## src/include/icc_pkg.sv

```systemverilog
// Package with the shared types and constants of the interval chronometer channel.
package icc_pkg;

    // System clock period in nanoseconds.
    localparam int unsigned ICC_CLK_PERIOD_NS = 10;
    // Reference pulse period in nanoseconds.
    localparam int unsigned ICC_REF_PERIOD_NS = 25;
    // Width of the phase accumulator that spaces the reference pulses.
    localparam int unsigned ICC_PHASE_W = 6;
    // Phase step per system clock, in nanoseconds.
    localparam logic [ICC_PHASE_W-1:0] ICC_PHASE_STEP = ICC_PHASE_W'(ICC_CLK_PERIOD_NS);
    // Phase wrap point, one reference period.
    localparam logic [ICC_PHASE_W-1:0] ICC_PHASE_WRAP = ICC_PHASE_W'(ICC_REF_PERIOD_NS);

    // Width of the prescale field.
    localparam int unsigned ICC_PRESCALE_W = 30;
    // Width of the elapsed and captured counters.
    localparam int unsigned ICC_COUNT_W = 32;
    // Number of external pins and their positions.
    localparam int unsigned ICC_NPIN = 3;
    localparam int unsigned ICC_PIN_SS = 0;
    localparam int unsigned ICC_PIN_STOP = 1;
    localparam int unsigned ICC_PIN_GATE = 2;

    // Measurement condition codes.
    localparam logic [1:0] ICC_COND_HIGH = 2'h0;
    localparam logic [1:0] ICC_COND_SS_EDGES = 2'h1;
    localparam logic [1:0] ICC_COND_SEP_STOP = 2'h2;
    localparam logic [1:0] ICC_COND_UNUSED = 2'h3;

    // Zero values for counters.
    localparam logic [ICC_COUNT_W-1:0] ICC_COUNT_ZERO = 32'h0;
    localparam logic [ICC_PRESCALE_W-1:0] ICC_PRESCALE_ZERO = 30'h0;

    // Channel states.
    typedef enum logic [2:0] {
        ICC_DISABLED = 3'b000,
        ICC_AWAITING_ARM = 3'b001,
        ICC_ARMED = 3'b010,
        ICC_COUNTING = 3'b011,
        ICC_FINISHED = 3'b100
    } icc_state_e;

    // Control flags written by host software.
    typedef struct packed {
        logic channel_on_flag;
        logic [1:0] measure_condition_select;
        logic gate_use_flag;
        logic start_stop_polarity;
        logic stop_polarity;
        logic gate_invert_ctl;
        logic arm_request;
        logic rearm_on_finish;
        logic [ICC_PRESCALE_W-1:0] refclk_prescale;
    } icc_ctrl_s;

    // Status flags read by host software.
    typedef struct packed {
        logic waiting_for_start_status;
        logic counting_status;
        logic done_status;
    } icc_status_s;

endpackage

```

## src/rtl/icc_channel.sv

```systemverilog
// Interval chronometer channel: input conditioning, state machine and counters.
//
// Contract
// - Gate invert flag inverts gate input.
// - Inverted gating stops counting while gate low.
// - Arm request moves ready state to armed.
// - Armed waits for start, does not count.
// - Rearm flag returns finished to ready immediately.
// - Arm plus rearm repeat measurements automatically.
// - Three status bits mirror armed, counting, finished.
// - Count 25ns reference divided by prescale plus one.
// - 32-bit elapsed counter counts reference pulses.
// - Elapsed counter increments only while counting.
// - Stop copies elapsed count into captured interval.
// - Captured interval is 32-bit last result.
// - Decode condition codes 00, 01, 10.
// - Disabled clears counters; enable goes to ready.
// - Gate use with gate high blocks counting.
// - Armed clears counter; start edge enters counting.
`timescale 1ns/1ns
`default_nettype none

module icc_channel (
    // Clock and synchronous reset.
    input wire logic CLK,
    input wire logic RST,
    // Control flags from host software.
    input wire icc_pkg::icc_ctrl_s CTRL,
    // External measurement pins.
    input wire logic START_STOP_INPUT,
    input wire logic STOP_INPUT,
    input wire logic GATE_INPUT,
    // Status flags for host software.
    output icc_pkg::icc_status_s STATUS,
    // Counter values for host software.
    output logic [31:0] ELAPSED_COUNT,
    output logic [31:0] CAPTURED_INTERVAL
);
    import icc_pkg::*;

    // Raw pins gathered into one vector.
    logic [ICC_NPIN-1:0] pins_raw;
    // First synchroniser stage.
    logic [ICC_NPIN-1:0] sync1_q;
    // Second synchroniser stage, safe to read.
    logic [ICC_NPIN-1:0] sync2_q;
    // Pins after polarity selection.
    logic [ICC_NPIN-1:0] pol_lvl;
    // Polarised levels from the previous cycle.
    logic [ICC_NPIN-1:0] prev_q;
    // Rising edges of the polarised levels.
    logic [ICC_NPIN-1:0] rise;
    // Falling edges of the polarised levels.
    logic [ICC_NPIN-1:0] fall;
    // Per-pin inversion selects.
    logic [ICC_NPIN-1:0] inv_sel;
    // Reference phase accumulator and its next value.
    logic [ICC_PHASE_W-1:0] phase_q;
    logic [ICC_PHASE_W-1:0] phase_sum;
    // One-cycle pulse every 25 ns on average.
    logic ref_tick;
    // Prescaler counter.
    logic [ICC_PRESCALE_W-1:0] presc_q;
    // One-cycle pulse after prescaling.
    logic presc_tick;
    // Counting is blocked by the gate.
    logic gate_block;
    // Start and stop events.
    logic start_evt;
    logic stop_evt;
    // State register and next state.
    icc_state_e state_q;
    icc_state_e state_d;
    // Elapsed counter and captured result.
    logic [ICC_COUNT_W-1:0] elapsed_q;
    logic [ICC_COUNT_W-1:0] captured_q;
    // Registered status flags.
    icc_status_s status_q;

    assign pins_raw[ICC_PIN_SS] = START_STOP_INPUT;
    assign pins_raw[ICC_PIN_STOP] = STOP_INPUT;
    assign pins_raw[ICC_PIN_GATE] = GATE_INPUT;

    // Each pin gets its own inversion flag.
    assign inv_sel[ICC_PIN_SS] = CTRL.start_stop_polarity;
    assign inv_sel[ICC_PIN_STOP] = CTRL.stop_polarity;
    assign inv_sel[ICC_PIN_GATE] = CTRL.gate_invert_ctl;

    // Per-pin synchroniser, polarity and edge detection.
    for (genvar i = 0; i < ICC_NPIN; i++) begin : g_pin
        // Two flip-flops keep metastability away from the logic.
        always_ff @(posedge CLK) begin
            if (RST) begin
                sync1_q[i] <= 1'b0;
                sync2_q[i] <= 1'b0;
            end else begin
                sync1_q[i] <= pins_raw[i];
                sync2_q[i] <= sync1_q[i];
            end
        end

        // Polarity applied only after the second stage.
        assign pol_lvl[i] = sync2_q[i] ^ inv_sel[i];

        // Remembers the previous polarised level.
        always_ff @(posedge CLK) begin
            if (RST) begin
                prev_q[i] <= 1'b0;
            end else begin
                prev_q[i] <= pol_lvl[i];
            end
        end

        // Edges compare this cycle with the last one.
        assign rise[i] = pol_lvl[i] & ~prev_q[i];
        assign fall[i] = ~pol_lvl[i] & prev_q[i];
    end

    // With inversion a low raw gate reads high and blocks counting.
    assign gate_block = CTRL.gate_use_flag & pol_lvl[ICC_PIN_GATE];

    // Start is a rising start/stop edge in every valid condition.
    always_comb begin
        start_evt = 1'b0;
        stop_evt = 1'b0;
        unique case (CTRL.measure_condition_select)
            ICC_COND_HIGH: begin
                // Measures the high time of the start/stop input.
                start_evt = rise[ICC_PIN_SS];
                stop_evt = fall[ICC_PIN_SS];
            end
            ICC_COND_SS_EDGES: begin
                // Period between two rising start/stop edges.
                start_evt = rise[ICC_PIN_SS];
                stop_evt = rise[ICC_PIN_SS];
            end
            ICC_COND_SEP_STOP: begin
                // Start on start/stop, stop on the stop pin.
                start_evt = rise[ICC_PIN_SS];
                stop_evt = rise[ICC_PIN_STOP];
            end
            ICC_COND_UNUSED: begin
                // Unused code never starts or stops a measurement.
                start_evt = 1'b0;
                stop_evt = 1'b0;
            end
        endcase
    end

    // Phase accumulator adds 10 ns per clock and wraps at 25 ns.
    assign phase_sum = phase_q + ICC_PHASE_STEP;
    assign ref_tick = (phase_sum >= ICC_PHASE_WRAP);

    // Reference pulse generator, free running.
    always_ff @(posedge CLK) begin
        if (RST) begin
            phase_q <= '0;
        end else if (ref_tick) begin
            phase_q <= phase_sum - ICC_PHASE_WRAP;
        end else begin
            phase_q <= phase_sum;
        end
    end

    // Prescaler passes one reference pulse in prescale plus one.
    assign presc_tick = ref_tick && (presc_q == CTRL.refclk_prescale);

    // Prescaler restarts at each measurement so phases are repeatable.
    always_ff @(posedge CLK) begin
        if (RST) begin
            presc_q <= ICC_PRESCALE_ZERO;
        end else if (state_q != ICC_COUNTING) begin
            presc_q <= ICC_PRESCALE_ZERO;
        end else if (presc_tick) begin
            presc_q <= ICC_PRESCALE_ZERO;
        end else if (ref_tick && !gate_block) begin
            presc_q <= presc_q + 1'b1;
        end
    end

    // Next state decision.
    always_comb begin
        state_d = state_q;
        if (!CTRL.channel_on_flag) begin
            // Disable acts as a functional reset from any state.
            state_d = ICC_DISABLED;
        end else begin
            unique case (state_q)
                ICC_DISABLED: begin
                    // Enable leads to the ready-to-arm state.
                    state_d = ICC_AWAITING_ARM;
                end
                ICC_AWAITING_ARM: begin
                    // Stays until software sets the arm request.
                    if (CTRL.arm_request) begin
                        state_d = ICC_ARMED;
                    end
                end
                ICC_ARMED: begin
                    // Waits for the start event only.
                    if (start_evt) begin
                        state_d = ICC_COUNTING;
                    end
                end
                ICC_COUNTING: begin
                    // Ends on the stop event.
                    if (stop_evt) begin
                        state_d = ICC_FINISHED;
                    end
                end
                ICC_FINISHED: begin
                    // Rearm returns to ready without delay.
                    if (CTRL.rearm_on_finish) begin
                        state_d = ICC_AWAITING_ARM;
                    end
                end
                default: begin
                    // Recovers from an illegal code.
                    state_d = ICC_DISABLED;
                end
            endcase
        end
    end

    // State register.
    always_ff @(posedge CLK) begin
        if (RST) begin
            state_q <= ICC_DISABLED;
        end else begin
            state_q <= state_d;
        end
    end

    // Status flags follow the next state so they match state_q.
    always_ff @(posedge CLK) begin
        if (RST) begin
            status_q <= '0;
        end else begin
            status_q.waiting_for_start_status <= (state_d == ICC_ARMED);
            status_q.counting_status <= (state_d == ICC_COUNTING);
            status_q.done_status <= (state_d == ICC_FINISHED);
        end
    end

    // Elapsed counter: cleared when disabled or armed, counts while counting, held elsewhere.
    always_ff @(posedge CLK) begin
        if (RST) begin
            elapsed_q <= ICC_COUNT_ZERO;
        end else if (!CTRL.channel_on_flag || state_q == ICC_DISABLED
                     || state_q == ICC_ARMED) begin
            elapsed_q <= ICC_COUNT_ZERO;
        end else if (state_q == ICC_COUNTING && !stop_evt && presc_tick
                     && !gate_block) begin
            elapsed_q <= elapsed_q + 1'b1;
        end
    end

    // Captured interval: cleared when disabled, loaded on stop.
    always_ff @(posedge CLK) begin
        if (RST) begin
            captured_q <= ICC_COUNT_ZERO;
        end else if (!CTRL.channel_on_flag || state_q == ICC_DISABLED) begin
            // Clearing on the low enable flag itself keeps the result zero from the first disabled cycle.
            captured_q <= ICC_COUNT_ZERO;
        end else if (state_q == ICC_COUNTING && stop_evt) begin
            captured_q <= elapsed_q;
        end
    end

    // Outputs come straight from flip-flops.
    assign STATUS = status_q;
    assign ELAPSED_COUNT = elapsed_q;
    assign CAPTURED_INTERVAL = captured_q;

endmodule

`default_nettype wire

```

## config.mk

```make
export PLATFORM = sky130hd
export DESIGN_NAME = icc_channel
export DESIGN_NICKNAME = d
export VERILOG_FILES = /design/src/include/icc_pkg.sv /design/src/rtl/icc_channel.sv
export SDC_FILE = /design/constraint.sdc
export NUM_CORES = 1
export LEC_CHECK = 0
export BUFFER_PORTS_ARGS = -buffer_cell sky130_fd_sc_hd__buf_2
export CORE_MARGIN = 3
export CORE_UTILIZATION = 35
export CTS_CLUSTER_SIZE = 16
export DETAILED_ROUTE_END_ITERATION = 10
export SLEW_MARGIN = 20
export SYNTH_ARGS = -nofsm -noshare
export SYNTH_HDL_FRONTEND = slang
export SYNTH_SLANG_ARGS = --single-unit
```

## constraint.sdc

```tcl
create_clock -name CLK -period 6.2 [get_ports CLK]
set_clock_uncertainty 0.1 [all_clocks]
set_input_delay 1.24 -clock CLK [delete_from_list [all_inputs] [get_ports CLK]]
set_output_delay 1.24 -clock CLK [all_outputs]
set_load 0.05 [all_outputs]
```

### Yosys cells after proc, flatten, opt, wreduce, memory -nomap -nowiden

Index checks and enable logic that the tools add are counted.

* $add $sub $neg: 4
* reductions and logical operators: 17
* $lt $le $gt $ge: 1
* multiplexer cells: 9
* divide/modulo/power cells: 0
* bitwise gates (word level): 10
* shift operators: 0
* equality and inequality tests: 12
* multiply operators: 0

Operators with widths (number)
* $add 32x1->32 const B: 1
* $add 30x1->30 const B: 1
* $eq 30x30->1: 1
* $mux 3: 5
* $pmux 3 s5: 1
* $eq 3x2->1 const B: 4
* $add 6x4->6 const B: 1
* $eq 3x3->1 const B: 2
* $ge 6x5->1 const B: 1
* $logic_and 1x1->1: 6
* $mux 6: 1
* $reduce_or 3->1: 2
* $sub 6x5->6 const B: 1
* $and 1x1->1: 4
* $eq 2x2->1 const B: 2
* $pmux 1 s4: 1
* $reduce_or 2->1: 2
* $eq 3x1->1 const B: 1
* $logic_not 1->1: 3
* $logic_not 3->1: 1
* $ne 3x2->1 const B: 1
* $not 1->1: 3
* $xor 1x1->1: 3
* $eq 2x1->1 const B: 1
* 3 further kinds: 4

* RAM bits: 0
* memories kept: 0
* input port bits: 44
* memory bits (read-only): 0
* logic and storage cells: 69
* register bits: 114
* latch bits: 0
* output and inout port bits: 67

### Logic depth before layout (Yosys ltp)

* depth after elaboration: 8
* depth in mapped cells: 11
* mapped depth without buffers: 8

### Worst setup path before layout

OpenSTA, ideal clock, no wires.

* path type: input -> register
* from: input port CTRL[34] in the netlist's numbering
* to: register elapsed_q[22], in the netlist ELAPSED_COUNT[22]
* data arrival time: 3.254 ns
* slack: 2.775 ns
* data required time: 6.030 ns
* stages on the path: 8
* setup time: 0.070 ns
* buffers on the path: 2
* cell sequence: xnor2_1 -> mux2i_1 -> nor3b_1 -> or4b_1 -> buf_2 -> buf_6 -> or4_1 -> a21oi_1

* longest elaborated chain between the ends: 8
* elaborated cells on any way between the ends: 9
* classes of those cells: mux (1); bitwise (4); reduce/logical (4)

RTL lines
* from (decl): RTL line icc_channel.sv:28 `input wire icc_pkg::icc_ctrl_s CTRL,`
* $xor 1x1->1 *: RTL line icc_channel.sv:103 `assign pol_lvl[i] = sync2_q[i] ^ inv_sel[i];`
* $not 1->1: RTL line icc_channel.sv:116 `assign fall[i] = ~pol_lvl[i] & prev_q[i];`
* $and 1x1->1: RTL line icc_channel.sv:116
* $pmux 1 s4 *: RTL line icc_channel.sv:126 `unique case (CTRL.measure_condition_select)`
* $logic_not 1->1 *: RTL line icc_channel.sv:252 `end else if (state_q == ICC_COUNTING && !stop_evt && presc_tick`
* $logic_and 1x1->1 * (2 in series): RTL line icc_channel.sv:252
* $logic_and 1x1->1 *: RTL line icc_channel.sv:253 `&& !gate_block) begin`
* to (signal assigned): RTL line icc_channel.sv:254 `elapsed_q <= elapsed_q + 1'b1;`
* to (decl): RTL line icc_channel.sv:75 `logic [ICC_COUNT_W-1:0] elapsed_q;`

Every way passes the cells marked *; elsewhere a longest branch is shown, timed or not.
A chain may end at the register's enable or synchronous reset.

### Worst setup path in the final report

* from: input port CTRL[34] in the netlist's numbering
* to: register elapsed_q[9], in the netlist ELAPSED_COUNT[9]

Same word-level chain as after synthesis.

==> summary.md <==
| Metric | Value |
|---|---|
| Status | `finished clean` |
| Die area | `16600 µm²` |
| Die height | `129 µm` |
| GRT Total Usage | `16.4%` |
| Number of synthesized flops with an enable pin | `0` |
| Adder-cell share of the synthesized area | `1.42%` |
| Largest family of logic cells by synthesized area | `simple AND/OR/NAND/NOR gates` |
| F_max | `285 MHz` |
| Slowest CP cell | `or4_1` |
| Initial antenna violation count | `1` |
| Clock Latency Late Sink | `0.41 ns` |
| Measured slew at the worst slew-check pin | `0.799 ns` |
| Post-cts sizing count | `0` |
| DP HPWL | `9.21 mm` |
| Cell taking the most area after synthesis | `dfxtp_1` |
| CP Max Fanout | `slightly above 60` |
| Area grow syn2layout | `24.1%` |
| Peak VDD IR | `0.316 mV` |
| Async S/R FF share, synth | `0%` |
| DR WL met3 | `718 µm` |
| H-Tree Depth | `4` |
| Vias in the first global route | `4551` |
| DRC Markers | `0` |
| Max Used Layer | `met5` |
| Period utilization | `between 50 and 60%` |
| Post-synthesis mux area share | `around 1.3%` |
| Starting Density | `36.2%` |
| Maxcap violations | `0` |
| Xor-xnor portion of the synthesized cell area | `11.4%` |
| Row count | `44` |
| Setup TNS | `0 ns` |
| Syn_area_per_cell | `approximately 8.2 µm²` |
| Setup Crit Path Kind | `primary input to register` |
| Hold Path Class | `register to register` |
| Reg clk slew, reported paths | `0.05 ns` |
| Pwr Density | `about 300 nW/µm²` |
| Final worst path period need | `3.51 ns` |
| Die width | `129 µm` |
| Worst path bufs/invs | `2` |
| DR WL met2 | `6.13 mm` |
| Cts hold-fix bufs | `0` |
| Post-synth cell types | `43` |
| Most frequent cells after synthesis | `dfxtp_1 (114), nand2_1 (97), a21oi_1 (67)` |
| Total power | `2.00 mW` |
| Yosys Warn Count | `0` |
| First-pass DRT Iterations | `4` |
| CTS root buf | `clkbuf_16` |
| Largest net degree at the start of global routing | `62` |
| Slew margin rel. | `46.7%` |
| Nets | `795` |
| Worst setup margin | `2.69 ns` |
| Layout cell share with drive strength beyond 1 | `20.1%` |
| Fillers | `1454` |
| Most numerous cell in the Yosys netlist | `dfxtp_1` |
| Crit path capture type | `register` |
| Final Util | `44.9%` |
| Slowest stage delay, CP | `~0.56 ns` |
| #FFs+latches synth | `~110` |
| Setup Viol. Count Final | `0` |
| # IOs | `111` |
| RD Place Congestion | `0.881` |
| Met1 wire length | `slightly above 6 mm` |
| CP delay by family, top | `simple AND/OR/NAND/NOR gates` |
| Iter 0 DRT Violations | `321` |
| Critical path required time | `~6.4 ns` |
| Setup bufs post-CTS | `0` |
| Top-area cell type share of the netlist area | `approximately 43%` |
| Post-synthesis cell count | `647` |
| Drt wl/cell | `14.0 µm` |
| Lkg Pwr | `2.39 nW` |
| Dpl ws | `2.30 ns` |
| Top post-synthesis cells by area | `dfxtp_1 (43%), nand2_1 (6.9%), a21oi_1 (6.3%)` |
| Worst path cell trace | `buf_2, xnor2_1, mux2i_1, nor3b_1, or4b_1, buf_4, or4_1, a21oi_1` |
| IO Port Bufs | `110` |
| Post-route ant nets | `0` |
| Mapped Nets | `around 700` |
| Simple-gate portion of the synthesized area | `27.4%` |
| Ys flop type | `dfxtp_1` |
| Final Hold Viols | `0` |
| Pins over their slew limit | `0` |
| CTS Buf Count | `17` |
| Core ar. | `14600 µm²` |
| Synthesized cell area | `5300 µm²` |
| Compound-cell area share of the yosys netlist | `11.4%` |
| Longest Clk Path Bufs | `2` |
| CTS tree | `built` |
| Sequential-to-total area share from yosys stat | `43.1%` |
| Vias/cell | `5.12` |
| RSZ-0062 raised after global routing | `false` |
| Vias | `~4800` |
| # diodes | `0` |
| Post-Route WL | `13.2 mm` |
| CP Data Arrival Time | `3.74 ns` |
| Residual overflow from global routing | `0` |
| First-pass GRT wire length | `22.0 mm` |
| Sink Count | `114` |
| Crit start category | `primary input` |
placed cells by master, fill, tap and decap left out, types with 15 or more instances in the layout:
master,instances
nand3_1,19
buf_2,110
or3_1,24
o21ai_0,20
nor4_1,21
xor2_1,33
clkbuf_16,17
dfxtp_1,114
a21oi_1,67
xnor2_1,36
nor2_1,50
nand2_1,97
nor3_1,15
metrics by stage:
stage,hold WS (ns),cells,area (µm²)
2_1_floorplan,0.314,647,5300
3_3_place_gp,0.322,909,6000
3_5_place_dp,0.324,909,6000
4_1_cts,0.333,939,6560
5_1_grt,0.350,940,6570
6_report,0.330,940,6570
layout make-up:
| type | instances | area [µm²] | area share (%) |
|---|---|---|---|
| flip-flops and latches | 114 | 2280 | 34.7 |
| well taps | 184 | 230 | 3.50 |
| repair buffers | 117 | 607 | 9.23 |
| multi-input cells | 483 | 2850 | 43.3 |
| inverters | 12 | 45.0 | 0.685 |
| clock buffers | 24 | 482 | 7.33 |
| clock inverters | 6 | 80.1 | 1.22 |
metal layers:
layer	GRT usage (%)	vias up
met5	0	-
met4	6.30	2
met3	4.94	24
met2	25.4	118
met1	21.4	2233
li1	-	2435
sequential cells by signal, indices dropped and copies added (netlist names):
name / flops
sync1_q: 3
phase_q: 6
state_q: 3
CAPTURED_INTERVAL: 32
presc_q: 30
sync2_q: 3
ELAPSED_COUNT: 32
STATUS: 3
prev_q: 2
kinds of logic (layout without fill, tap and decap cells):
kind of cell	count (synthesis)	after routing
AND/OR/NAND/NOR	291	291
flip-flops	114	114
AO/OA/AOI/OAI	110	110
XOR/XNOR	69	69
buffers and inverters	50	159
multiplexers	7	7
adder cells (fa/ha/maj)	6	6
worst paths after layout:
check,from,endpoint,slack (ns),cells past startpoint
min,sync1_q[1],sync2_q[1],0.33,1
max reg2reg,phase_q[1],ELAPSED_COUNT[9],2.99,9
min reg2reg,sync1_q[1],sync2_q[1],0.33,1
max,CTRL[34],ELAPSED_COUNT[9],2.69,8
power by group:
| group | leakage, nW | switching [mW] | internal (mW) |
|---|---|---|---|
| Combinational | 1.19 | 0.178 | 0.118 |
| Sequential | 0.921 | 0.0203 | 0.754 |
| Clock | 0.280 | 0.311 | 0.614 |
Power figures use the tool's default switching activity.
